`src/verilog/timer_edge_sync.sv`:
```
// Shared timer constants and the pin synchroniser with edge detection
package timer_pkg;
    localparam int CNT_W = 10;
    localparam logic [9:0] CNT_MAX = 10'h3ff;
    localparam logic [9:0] CNT_ZERO = 10'h000;
    localparam logic [9:0] CNT_ONE = 10'h001;
    // Byte register selects
    localparam logic [2:0] SEL_CNT_LO = 3'h0;
    localparam logic [2:0] SEL_CNT_HI = 3'h1;
    localparam logic [2:0] SEL_A_LO = 3'h2;
    localparam logic [2:0] SEL_A_HI = 3'h3;
    localparam logic [2:0] SEL_P_LO = 3'h4;
    localparam logic [2:0] SEL_P_HI = 3'h5;
    // Counter clock sources
    localparam logic [2:0] CK_SYS_DIV4 = 3'h0;
    localparam logic [2:0] CK_SYS = 3'h1;
    localparam logic [2:0] CK_H_DIV16 = 3'h2;
    localparam logic [2:0] CK_H_DIV64 = 3'h3;
    localparam logic [2:0] CK_SUB_A = 3'h4;
    localparam logic [2:0] CK_SUB_B = 3'h5;
    localparam logic [2:0] CK_EXT_RISE = 3'h6;
    localparam logic [2:0] CK_EXT_FALL = 3'h7;
    localparam logic [1:0] DIV4_LAST = 2'h3;
    localparam logic [3:0] DIV16_LAST = 4'hf;
    localparam logic [5:0] DIV64_LAST = 6'h3f;
    // Operating modes
    typedef enum logic [1:0] {
        MODE_COMPARE = 2'b00,
        MODE_CAPTURE = 2'b01,
        MODE_PWM = 2'b10,
        MODE_TIMER = 2'b11
    } timer_mode_t;
    // Pin actions on compare match
    localparam logic [1:0] ACT_NONE = 2'h0;
    localparam logic [1:0] ACT_LOW = 2'h1;
    localparam logic [1:0] ACT_HIGH = 2'h2;
    localparam logic [1:0] ACT_TOGGLE = 2'h3;
    // PWM-mode pin actions
    localparam logic [1:0] PWM_FORCE_IDLE = 2'h0;
    localparam logic [1:0] PWM_FORCE_ACTIVE = 2'h1;
    localparam logic [1:0] PWM_RUN = 2'h2;
    localparam logic [1:0] PWM_ONE_SHOT = 2'h3;
    // Capture edges
    localparam logic [1:0] CAP_RISE = 2'h0;
    localparam logic [1:0] CAP_FALL = 2'h1;
    localparam logic [1:0] CAP_BOTH = 2'h2;
endpackage : timer_pkg

`timescale 1ns/1ps
module timer_edge_sync (
    input wire logic clk,
    input wire logic reset_n,
    input wire logic pin,
    output logic rise,
    output logic fall
);
    logic meta_reg;
    logic sync_reg;
    logic last_reg;

    always_ff @(posedge clk or negedge reset_n) begin
        if (!reset_n) begin
            meta_reg <= 1'b0;
            sync_reg <= 1'b0;
            last_reg <= 1'b0;
        end else begin
            meta_reg <= pin;
            sync_reg <= meta_reg;
            last_reg <= sync_reg;
        end
    end

    assign rise = sync_reg && !last_reg;
    assign fall = !sync_reg && last_reg;
endmodule : timer_edge_sync

```
`src/verilog/timer_unit.sv`:
```
// Timer unit core: counter, two comparators, capture, pin waveforms, byte access
// How it works
// - A free-running up-counter is compared with the comparators and a match pulses an interrupt, may clear the counter and may change the pin.
// - CLK_SEL picks the counter tick from system clock fractions, the high clock, the sub clock or the external pin.
// - The external clock pin counts on its rising or falling edge as CLK_SEL chooses.
// - Comparator P pulses INT_P on a match; comparator A pulses INT_A on a match except in capture mode, where INT_A pulses on a capture.
// - In compare output mode a match drives the pins low, high or toggles them.
// - PWM appears on the same pin pair and the second pin is always the inverse of the first.
// - The capture input is taken on rising, falling or both edges as CAPTURE_EDGE chooses.
// - In single pulse mode an edge on the external clock pin launches the pulse.
// - Low bytes are only reached through one shared 8-bit buffer moved when the high byte is accessed.
// - A write to a compare low byte loads only the buffer.
// - A write to a compare high byte loads the high bits and copies the buffer into the low byte.
// - A read of a high byte returns it and copies the live low byte into the buffer.
// - A read of a low byte returns the buffer.
`timescale 1ns/1ps
module timer_unit
    import timer_pkg::*;
(
    input wire logic SYS_CLK,
    input wire logic RESET_N,
    input wire logic TIMER_ON,
    input wire logic PAUSE,
    input wire logic [2:0] CLK_SEL,
    input wire logic [1:0] MODE,
    input wire logic [1:0] PIN_ACTION,
    input wire logic INIT_LEVEL,
    input wire logic CLEAR_ON_A,
    input wire logic [1:0] CAPTURE_EDGE,
    input wire logic HIGH_CLK_TICK,
    input wire logic SUB_CLK_TICK,
    input wire logic EXT_CLOCK_IN,
    input wire logic CAPTURE_IN,
    input wire logic REG_WR,
    input wire logic REG_RD,
    input wire logic [2:0] REG_SEL,
    input wire logic [7:0] REG_WDATA,
    output logic [7:0] REG_RDATA,
    output logic WAVE_OUT,
    output logic WAVE_OUT_INV,
    output logic INT_A,
    output logic INT_P
);
    logic [CNT_W-1:0] cnt_reg;
    logic [CNT_W-1:0] compare_a_value;
    logic [CNT_W-1:0] compare_p_value;
    logic [7:0] buffer_reg;
    logic [1:0] div4_reg;
    logic [5:0] hdiv_reg;
    logic on_last_reg;
    logic one_shot_reg;
    logic wave_reg;
    logic ext_rise, ext_fall, cap_rise, cap_fall;
    logic tick, run, on_rise, a_match, p_match, clear_now, trigger, capture_now;
    logic [CNT_W-1:0] p_limit;
    timer_mode_t mode;

    assign mode = timer_mode_t'(MODE);

    timer_edge_sync ext_sync (
        .clk(SYS_CLK),
        .reset_n(RESET_N),
        .pin(EXT_CLOCK_IN),
        .rise(ext_rise),
        .fall(ext_fall)
    );

    timer_edge_sync cap_sync (
        .clk(SYS_CLK),
        .reset_n(RESET_N),
        .pin(CAPTURE_IN),
        .rise(cap_rise),
        .fall(cap_fall)
    );

    // Counter tick selection
    always_comb begin
        if (CLK_SEL == CK_SYS_DIV4) begin
            tick = (div4_reg == DIV4_LAST);
        end else if (CLK_SEL == CK_SYS) begin
            tick = 1'b1;
        end else if (CLK_SEL == CK_H_DIV16) begin
            tick = HIGH_CLK_TICK && (hdiv_reg[3:0] == DIV16_LAST);
        end else if (CLK_SEL == CK_H_DIV64) begin
            tick = HIGH_CLK_TICK && (hdiv_reg == DIV64_LAST);
        end else if (CLK_SEL == CK_SUB_A || CLK_SEL == CK_SUB_B) begin
            tick = SUB_CLK_TICK;
        end else if (CLK_SEL == CK_EXT_RISE) begin
            tick = ext_rise;
        end else begin
            tick = ext_fall;
        end
    end

    always_ff @(posedge SYS_CLK or negedge RESET_N) begin
        if (!RESET_N) begin
            div4_reg <= 2'h0;
            hdiv_reg <= 6'h00;
        end else begin
            div4_reg <= div4_reg + 2'h1;
            if (HIGH_CLK_TICK) begin
                hdiv_reg <= hdiv_reg + 6'h01;
            end
        end
    end

    // Comparator P of zero means a full 1024-tick period
    assign p_limit = (compare_p_value == CNT_ZERO) ? CNT_MAX : compare_p_value;
    assign a_match = (cnt_reg == compare_a_value);
    assign p_match = (cnt_reg == p_limit);
    assign on_rise = TIMER_ON && !on_last_reg;
    assign trigger = (CLK_SEL == CK_EXT_FALL) ? ext_fall : ext_rise;
    assign run = TIMER_ON && !PAUSE && !on_rise
        && (!(mode == MODE_PWM && PIN_ACTION == PWM_ONE_SHOT) || one_shot_reg);
    always_comb begin
        if (mode == MODE_COMPARE || mode == MODE_TIMER) begin
            clear_now = (CLEAR_ON_A ? a_match : p_match) || (cnt_reg == CNT_MAX);
        end else begin
            clear_now = p_match || (cnt_reg == CNT_MAX);
        end
    end
    always_comb begin
        if (CAPTURE_EDGE == CAP_RISE) begin
            capture_now = cap_rise;
        end else if (CAPTURE_EDGE == CAP_FALL) begin
            capture_now = cap_fall;
        end else if (CAPTURE_EDGE == CAP_BOTH) begin
            capture_now = cap_rise || cap_fall;
        end else begin
            capture_now = 1'b0;
        end
    end

    always_ff @(posedge SYS_CLK or negedge RESET_N) begin
        if (!RESET_N) begin
            on_last_reg <= 1'b0;
        end else begin
            on_last_reg <= TIMER_ON;
        end
    end

    // Counter
    always_ff @(posedge SYS_CLK or negedge RESET_N) begin
        if (!RESET_N) begin
            cnt_reg <= CNT_ZERO;
        end else if (on_rise) begin
            cnt_reg <= CNT_ZERO;
        end else if (mode == MODE_PWM && PIN_ACTION == PWM_ONE_SHOT && !one_shot_reg
                     && TIMER_ON && trigger) begin
            cnt_reg <= CNT_ZERO;
        end else if (run && tick) begin
            cnt_reg <= clear_now ? CNT_ZERO : cnt_reg + CNT_ONE;
        end
    end

    // Match and capture interrupts
    always_ff @(posedge SYS_CLK or negedge RESET_N) begin
        if (!RESET_N) begin
            INT_A <= 1'b0;
            INT_P <= 1'b0;
        end else begin
            if (mode == MODE_CAPTURE) begin
                INT_A <= TIMER_ON && capture_now;
            end else begin
                INT_A <= run && tick && a_match;
            end
            INT_P <= run && tick && p_match;
        end
    end

    // Single pulse state
    always_ff @(posedge SYS_CLK or negedge RESET_N) begin
        if (!RESET_N) begin
            one_shot_reg <= 1'b0;
        end else if (!TIMER_ON || mode != MODE_PWM || PIN_ACTION != PWM_ONE_SHOT) begin
            one_shot_reg <= 1'b0;
        end else if (!one_shot_reg && trigger) begin
            one_shot_reg <= 1'b1;
        end else if (run && tick && a_match) begin
            one_shot_reg <= 1'b0;
        end
    end

    // Pin waveform
    always_ff @(posedge SYS_CLK or negedge RESET_N) begin
        if (!RESET_N) begin
            wave_reg <= 1'b0;
        end else if (on_rise) begin
            wave_reg <= INIT_LEVEL;
        end else if (mode == MODE_COMPARE) begin
            if (run && tick && a_match) begin
                case (PIN_ACTION)
                    ACT_LOW: wave_reg <= 1'b0;
                    ACT_HIGH: wave_reg <= 1'b1;
                    ACT_TOGGLE: wave_reg <= !wave_reg;
                    default: wave_reg <= wave_reg;
                endcase
            end
        end else if (mode == MODE_PWM) begin
            case (PIN_ACTION)
                PWM_FORCE_IDLE: wave_reg <= INIT_LEVEL;
                PWM_FORCE_ACTIVE: wave_reg <= !INIT_LEVEL;
                PWM_RUN: wave_reg <= (cnt_reg < compare_a_value) ? !INIT_LEVEL : INIT_LEVEL;
                default: wave_reg <= one_shot_reg ? !INIT_LEVEL : INIT_LEVEL;
            endcase
        end
    end

    always_ff @(posedge SYS_CLK or negedge RESET_N) begin
        if (!RESET_N) begin
            WAVE_OUT <= 1'b0;
            WAVE_OUT_INV <= 1'b1;
        end else begin
            WAVE_OUT <= wave_reg;
            WAVE_OUT_INV <= !wave_reg;
        end
    end

    // Comparator A: software writes or capture
    always_ff @(posedge SYS_CLK or negedge RESET_N) begin
        if (!RESET_N) begin
            compare_a_value <= CNT_ZERO;
        end else if (REG_WR && REG_SEL == SEL_A_HI) begin
            compare_a_value <= {REG_WDATA[1:0], buffer_reg};
        end else if (mode == MODE_CAPTURE && TIMER_ON && capture_now) begin
            compare_a_value <= cnt_reg;
        end
    end

    always_ff @(posedge SYS_CLK or negedge RESET_N) begin
        if (!RESET_N) begin
            compare_p_value <= CNT_ZERO;
        end else if (REG_WR && REG_SEL == SEL_P_HI) begin
            compare_p_value <= {REG_WDATA[1:0], buffer_reg};
        end
    end

    // Shared low-byte buffer
    always_ff @(posedge SYS_CLK or negedge RESET_N) begin
        if (!RESET_N) begin
            buffer_reg <= 8'h00;
        end else if (REG_WR && (REG_SEL == SEL_A_LO || REG_SEL == SEL_P_LO)) begin
            buffer_reg <= REG_WDATA;
        end else if (REG_RD && REG_SEL == SEL_CNT_HI) begin
            buffer_reg <= cnt_reg[7:0];
        end else if (REG_RD && REG_SEL == SEL_A_HI) begin
            buffer_reg <= compare_a_value[7:0];
        end else if (REG_RD && REG_SEL == SEL_P_HI) begin
            buffer_reg <= compare_p_value[7:0];
        end
    end

    // Read data, one cycle after the strobe
    always_ff @(posedge SYS_CLK or negedge RESET_N) begin
        if (!RESET_N) begin
            REG_RDATA <= 8'h00;
        end else if (REG_RD) begin
            if (REG_SEL == SEL_CNT_HI) begin
                REG_RDATA <= {6'h00, cnt_reg[9:8]};
            end else if (REG_SEL == SEL_A_HI) begin
                REG_RDATA <= {6'h00, compare_a_value[9:8]};
            end else if (REG_SEL == SEL_P_HI) begin
                REG_RDATA <= {6'h00, compare_p_value[9:8]};
            end else if (REG_SEL == SEL_CNT_LO || REG_SEL == SEL_A_LO || REG_SEL == SEL_P_LO) begin
                REG_RDATA <= buffer_reg;
            end else begin
                REG_RDATA <= 8'h00;
            end
        end
    end
endmodule : timer_unit
```
`config.mk`:
```
export PLATFORM = sky130hd
export DESIGN_NAME = timer_unit
export DESIGN_NICKNAME = d
export VERILOG_FILES = /design/src/verilog/timer_edge_sync.sv /design/src/verilog/timer_unit.sv
export SDC_FILE = /design/constraint.sdc
export NUM_CORES = 1
export LEC_CHECK = 0
export BUFFER_PORTS_ARGS = -buffer_cell sky130_fd_sc_hd__buf_4
export CORE_MARGIN = 10
export CORE_UTILIZATION = 57
export CTS_BUF_LIST = sky130_fd_sc_hd__clkbuf_8
export CTS_CLUSTER_DIAMETER = 80
export DETAILED_ROUTE_END_ITERATION = 16
export PLACE_DENSITY = 0.81
export RECOVER_POWER = 50
export SYNTH_ARGS = -nofsm -noshare
export SYNTH_HDL_FRONTEND = slang
export SYNTH_HIERARCHICAL = 1
export SYNTH_SLANG_ARGS = --single-unit
```
`constraint.sdc`:
```
create_clock -name SYS_CLK -period 3.3 [get_ports SYS_CLK]
set_clock_uncertainty 0.1 [all_clocks]
set_input_delay 0.165 -clock SYS_CLK [delete_from_list [all_inputs] [get_ports SYS_CLK]]
set_output_delay 0.165 -clock SYS_CLK [all_outputs]
set_load 0.1 [all_outputs]
```
* Word level (Yosys, flattened, before mapping)
Cells that the tools add are included.
** Storage, ports and cells
- Register bits :: 67
- Output and inout bits :: 12
** Operators by class
- $add $sub $neg :: 3
- $lt $le $gt $ge :: 1
- Equality and inequality tests :: 30
- Multiplexer cells :: 39
- Reduce and logical (&&, ||, !) cells :: 62
** Operators with widths (count)
- 10-bit two-way mux :: 7
- 8-bit two-way mux :: 8
- 1-bit logical AND :: 27
- 1-bit two-way mux :: 22
- 10-bit == test :: 2
- 3-bit == test, second input constant :: 6
- 2-bit == test, second input constant :: 6
- 3-bit by 2-bit == test with 1-bit output, second input constant :: 4
- 1-bit zero test :: 12
- 1-bit logical OR :: 11
- 10-bit by 1-bit adder with 10-bit output, second input constant :: 1
- 10-bit == test, second input constant :: 1
- 10-bit zero test :: 1
- 10-bit < comparator :: 1
- 3-bit nonzero test :: 3
- 6-bit by 1-bit adder with 6-bit output, second input constant :: 1
- 2-bit by 1-bit == test with 1-bit output, second input constant :: 3
- 3-bit by 1-bit == test with 1-bit output, second input constant :: 2
- 6-bit == test, second input constant :: 1
- 2-bit zero test :: 3
- 3-bit zero test :: 2
- 1-bit case mux with 3 select lines :: 2
- 5-bit by 3-bit != test with 1-bit output, second input constant :: 1
- 4-bit == test, second input constant :: 1
- 6 further kinds :: 7

* Depth between registers and ports, before layout
- Word-level depth :: 13
- Depth in mapped cells :: 11
- Gate-level depth less buffers :: 9

* Hierarchy
The synthesis kept the hierarchy.
** Modules (own cells, without submodules)
- timer_unit :: times used 1, cells each 424, area each 3666.0 um2
- timer_edge_sync :: times used 2, cells each 5, area each 90.1 um2

* Worst setup path after synthesis
Ideal clock, no wire load.
- Path type :: register -> register
- Start point :: reg hdiv_reg[0]
- End point :: reg wave_reg
- Arrival time :: 2226 ps
- Data required time :: 3067 ps
- Slack :: 840 ps
- Stages on the path, launching flop included :: 10
- Path buffers :: 1
- Clock period less this slack :: 2460 ps
- Path through :: dfrtp_1 ha_1 nand4_2 mux2i_1 a31oi_1 or4_1 buf_6 or4_4 o21ai_1 o211ai_1
** On the way
- Word-level cells in the longest chain between the ends :: 10
** RTL lines
- start, declared :: line timer_unit.sv:49 : logic [5:0] hdiv_reg;
- start signal, assigned :: line timer_unit.sv:102 : hdiv_reg <= hdiv_reg + 6'h01;
- 6-bit == test :: line timer_unit.sv:85 : tick = HIGH_CLK_TICK && (hdiv_reg == DIV64_LAST);
- 1-bit logical AND :: line timer_unit.sv:85
- 1-bit two-way mux :: line timer_unit.sv:84 : end else if (CLK_SEL == CK_H_DIV64) begin
- 1-bit two-way mux (*) :: line timer_unit.sv:82 : end else if (CLK_SEL == CK_H_DIV16) begin
- 1-bit two-way mux (*) :: line timer_unit.sv:80 : end else if (CLK_SEL == CK_SYS) begin
- 1-bit two-way mux (*) :: line timer_unit.sv:78 : if (CLK_SEL == CK_SYS_DIV4) begin
- 1-bit logical AND (*) (2 in series) :: line timer_unit.sv:191 : if (run && tick && a_match) begin
- 3-bit != test (no source line) (*)
- 3-bit AND reduction (no source line) (*)
- end signal, assigned :: line timer_unit.sv:195 : ACT_TOGGLE: wave_reg <= !wave_reg;
- end signal, assigned :: line timer_unit.sv:196 : default: wave_reg <= wave_reg;
- end signal, assigned :: line timer_unit.sv:202 : PWM_FORCE_ACTIVE: wave_reg <= !INIT_LEVEL;
- end, declared :: line timer_unit.sv:52 : logic wave_reg;
Mark *: on every way between the ends. The rest lies on a longest branch, timed or not.
A chain may end at the register's enable or synchronous reset.

* Worst setup path after layout
- Start point :: in HIGH_CLK_TICK
- End point :: reg wave_reg
** On the way
- Word-level cells in the longest chain between the ends :: 9
** RTL lines
- start, declared :: line timer_unit.sv:30 : input wire logic HIGH_CLK_TICK,
- 1-bit logical AND :: line timer_unit.sv:85
- 1-bit two-way mux :: line timer_unit.sv:84
- 1-bit two-way mux (*) :: line timer_unit.sv:82
- 1-bit two-way mux (*) :: line timer_unit.sv:80
- 1-bit two-way mux (*) :: line timer_unit.sv:78
- 1-bit logical AND (*) (2 in series) :: line timer_unit.sv:191
- 3-bit != test (no source line) (*)
- 3-bit AND reduction (no source line) (*)
Marks and branches as above.

==> flow_metrics.tcl <==
set metrics [dict create \
    outcome "complete, but fails checks" \
    violations "capacitance limit, slew limit" \
    post_cts_buffers 0 \
    cp.required_ps 3430 \
    synth.most_common_cell "dfrtp_1" \
    yosys.area.top_type "dfrtp_1" \
    p_comb_share_pct 29.7 \
    rsz0062_at_grt "false" \
    endpoint_kind "flop" \
    synth_top_flop_cell "dfrtp_1" \
    dieArea_um2 10430 \
    fin_nets 522 \
    ff2ff_setup_slack_ps 560 \
    place_area_um2 4174 \
    worst_pin_slew_ps 1610 \
    diodes 0 \
    p_int_uw 1674 \
    vdd_drop_max_v 0.0004752 \
    leakagePower_uw 0.002014 \
    synth_commonest_cells "dfrtp_1, nand2_1, nor2_1" \
    yosys.area.top_type_share_pct 42.94 \
    drive_gt1_share_pct 14.41 \
    worstSkewPairLatency_ps 360 \
    first_global_vias 3182 \
    max_cap_viol_count 1 \
    synth_edf_count 0 \
    wirelength_mm 9.730 \
    yosysWarnings 6 \
    netlist_instances 434 \
    min_period_ps 2776 \
    wl_per_cell_um 17.50 \
    gp_congestion 0.8863 \
    cts_tree "built" \
    hp-class "in2reg" \
    cp_data_arrival_time_ps 2910 \
    root_buffer "clkbuf_8" \
    cp_max_fo 10 \
    fmax_ghz 0.3602 \
    p_sw_share_pct 37.73 \
    drtIter0Drc 248 \
    cts_made_buffers 9 \
    ys_types 54 \
    cts.clk_slew.worst_paths_ps 70 \
    vias 3412 \
    grt_usage_pct 18.87 \
    p_per_area_nw_per_um2 608.4 \
    synthesis.nets 482 \
    dp_cells 531 \
    coreArea_um2 6459 \
    finalHoldViolCount 0 \
    power.switching_uw 1014 \
    cts.repair.resized 0 \
    htreeDepth 3 \
    syn2layout_area_growth_pct 14.87 \
    ys_seq_area_share_pct 43.62 \
    finalMaxSlewViolations 68 \
    postLayoutCoreUtil_pct 68.40 \
    dr.pass1.iters 5 \
    instances_no_fill 556 \
    grt_max_degree 68 \
    die_x_um 102.1 \
    viasPerCell 6.137 \
    netlist_area_um2 3846 \
    antenna_found_initial 0 \
    setup_violations 0 \
    avgSynthCellArea_um2 8.862 \
    synth_area_leaders "dfrtp_1, ha_1, nand2_1" \
    worstSetupStartpointType "input port" \
    cts_num_sinks 67 \
    dp_hpwl_mm 6.775 \
    die_h_um 102.1 \
    postSynth.asyncResetShare_pct 100.0 \
    min_period_over_period_pct 84.13 \
    timing.setup.tns_ps 0 \
    criticalPathCategory "in2reg" \
    io_pins 44 \
    drc 0 \
    seqPwrFrac_pct 45.3 \
    fin_area_um2 4418 \
    io_buffers 43 \
    cts_max_path_buffers 2 \
    grt_pass1_wl_mm 15.61 \
    num_rows 29 \
    antenna_left 0 \
    initial_core_util_pct 59.55 \
    synth-seq-cells 67 \
    overflow 0 \
    p_clk_share_pct 24.9 \
    relSlewSlack_pct -7.361 \
]
kinds of logic (layout without fill, tap and decap cells):
group	after synthesis	in the layout	share of synthesized area, %
DFF	67	67	43.62
AOI/OAI and AO/OA	106	106	16.82
and+or+nand+nor	165	165	21.44
adders and majority gates	16	16	5.205
muxes	19	19	5.303
buffers and inverters	50	95	5.107
xor gates and xnor gates	11	11	2.505
per-stage QoR:
step	setup WS [ps]	hold WS [ps]	total power, uW
5_1_grt	434.9	6.245	2830
6_report	523.6	0.3663	2688
4_1_cts	609.7	4.138	2690
2_1_floorplan	840.4	-230.6	1774
3_5_place_dp	625.6	175.4	2017
3_3_place_gp	655.1	174.7	1977
final timing paths:
| path | start | endpoint | cells past startpoint |
|---|---|---|---|
| hold / removal | REG_WDATA[7] | buffer_reg[7] | 3 |
| min in group asynchronous | RESET_N | cnt_reg[1] | 2 |
| max in group asynchronous | RESET_N | hdiv_reg[0] | 2 |
| hold reg to reg | ext_sync/meta_reg | ext_sync/sync_reg | 0 |
| setup / recovery | HIGH_CLK_TICK | wave_reg | 9 |
| setup reg to reg | hdiv_reg[0] | wave_reg | 8 |
layout by cell type, fill, tap and decap left out, drive strengths merged, types with 8 or more instances in the layout:
master       instances
nand2               52
nor2b               10
buf                 35
nand4                9
nor2                39
mux2i                8
a311oi               8
dfrtp               66
o21ai               32
xnor2                8
nand3               19
dlygate4sd3          9
ha                  16
clkbuf              18
mux2                11
a21oi               37
inv                 28
what timing repair did:
item | in CTS | in global routing
hold endpoints to repair | 75 | 0
setup endpoints to repair | 0 | 0
hold buffers | 9 | 0
final cells by class:
cell class | count | area [um2]
Clock inverter | 7 | 61.31
Fill cell | 512 | 2041
Timing Repair Buffer | 53 | 395.4
Tap cell | 77 | 96.34
Sequential cell | 67 | 1678
Clock buffer | 9 | 123.9
Inverter | 26 | 97.59
Multi-Input combinational cell | 317 | 1966
metal layers:
layer | up-vias | GRT usage [%] | routed length [um]
met5 | - | 0 | 0
met4 | 0 | 8.460 | 171
met3 | 20 | 4.318 | 698
met2 | 127 | 29.19 | 4591
met1 | 1646 | 24.73 | 4268
li1 | 1619 | - | -
power by group through the flow:
stage | Sequential, uW | Combinational, uW | Clock [uW]
CTS | 1210 | 803 | 673
floorplan | 1270 | 500 | 0
global route | 1240 | 883 | 710
detailed placement | 1230 | 789 | 0
finish | 1220 | 799 | 670
global placement | 1210 | 762 | 0
critical path, stage by stage:
cell and delay [ps]:
dlygate4sd3_1 520, clkbuf_1 230, nand4_1 180, mux2i_1 170, a31oi_1 100, or4_1 700, or4_4 590, o21ai_1 150
o211ai_1 90
(Power assumes the default switching activity.)
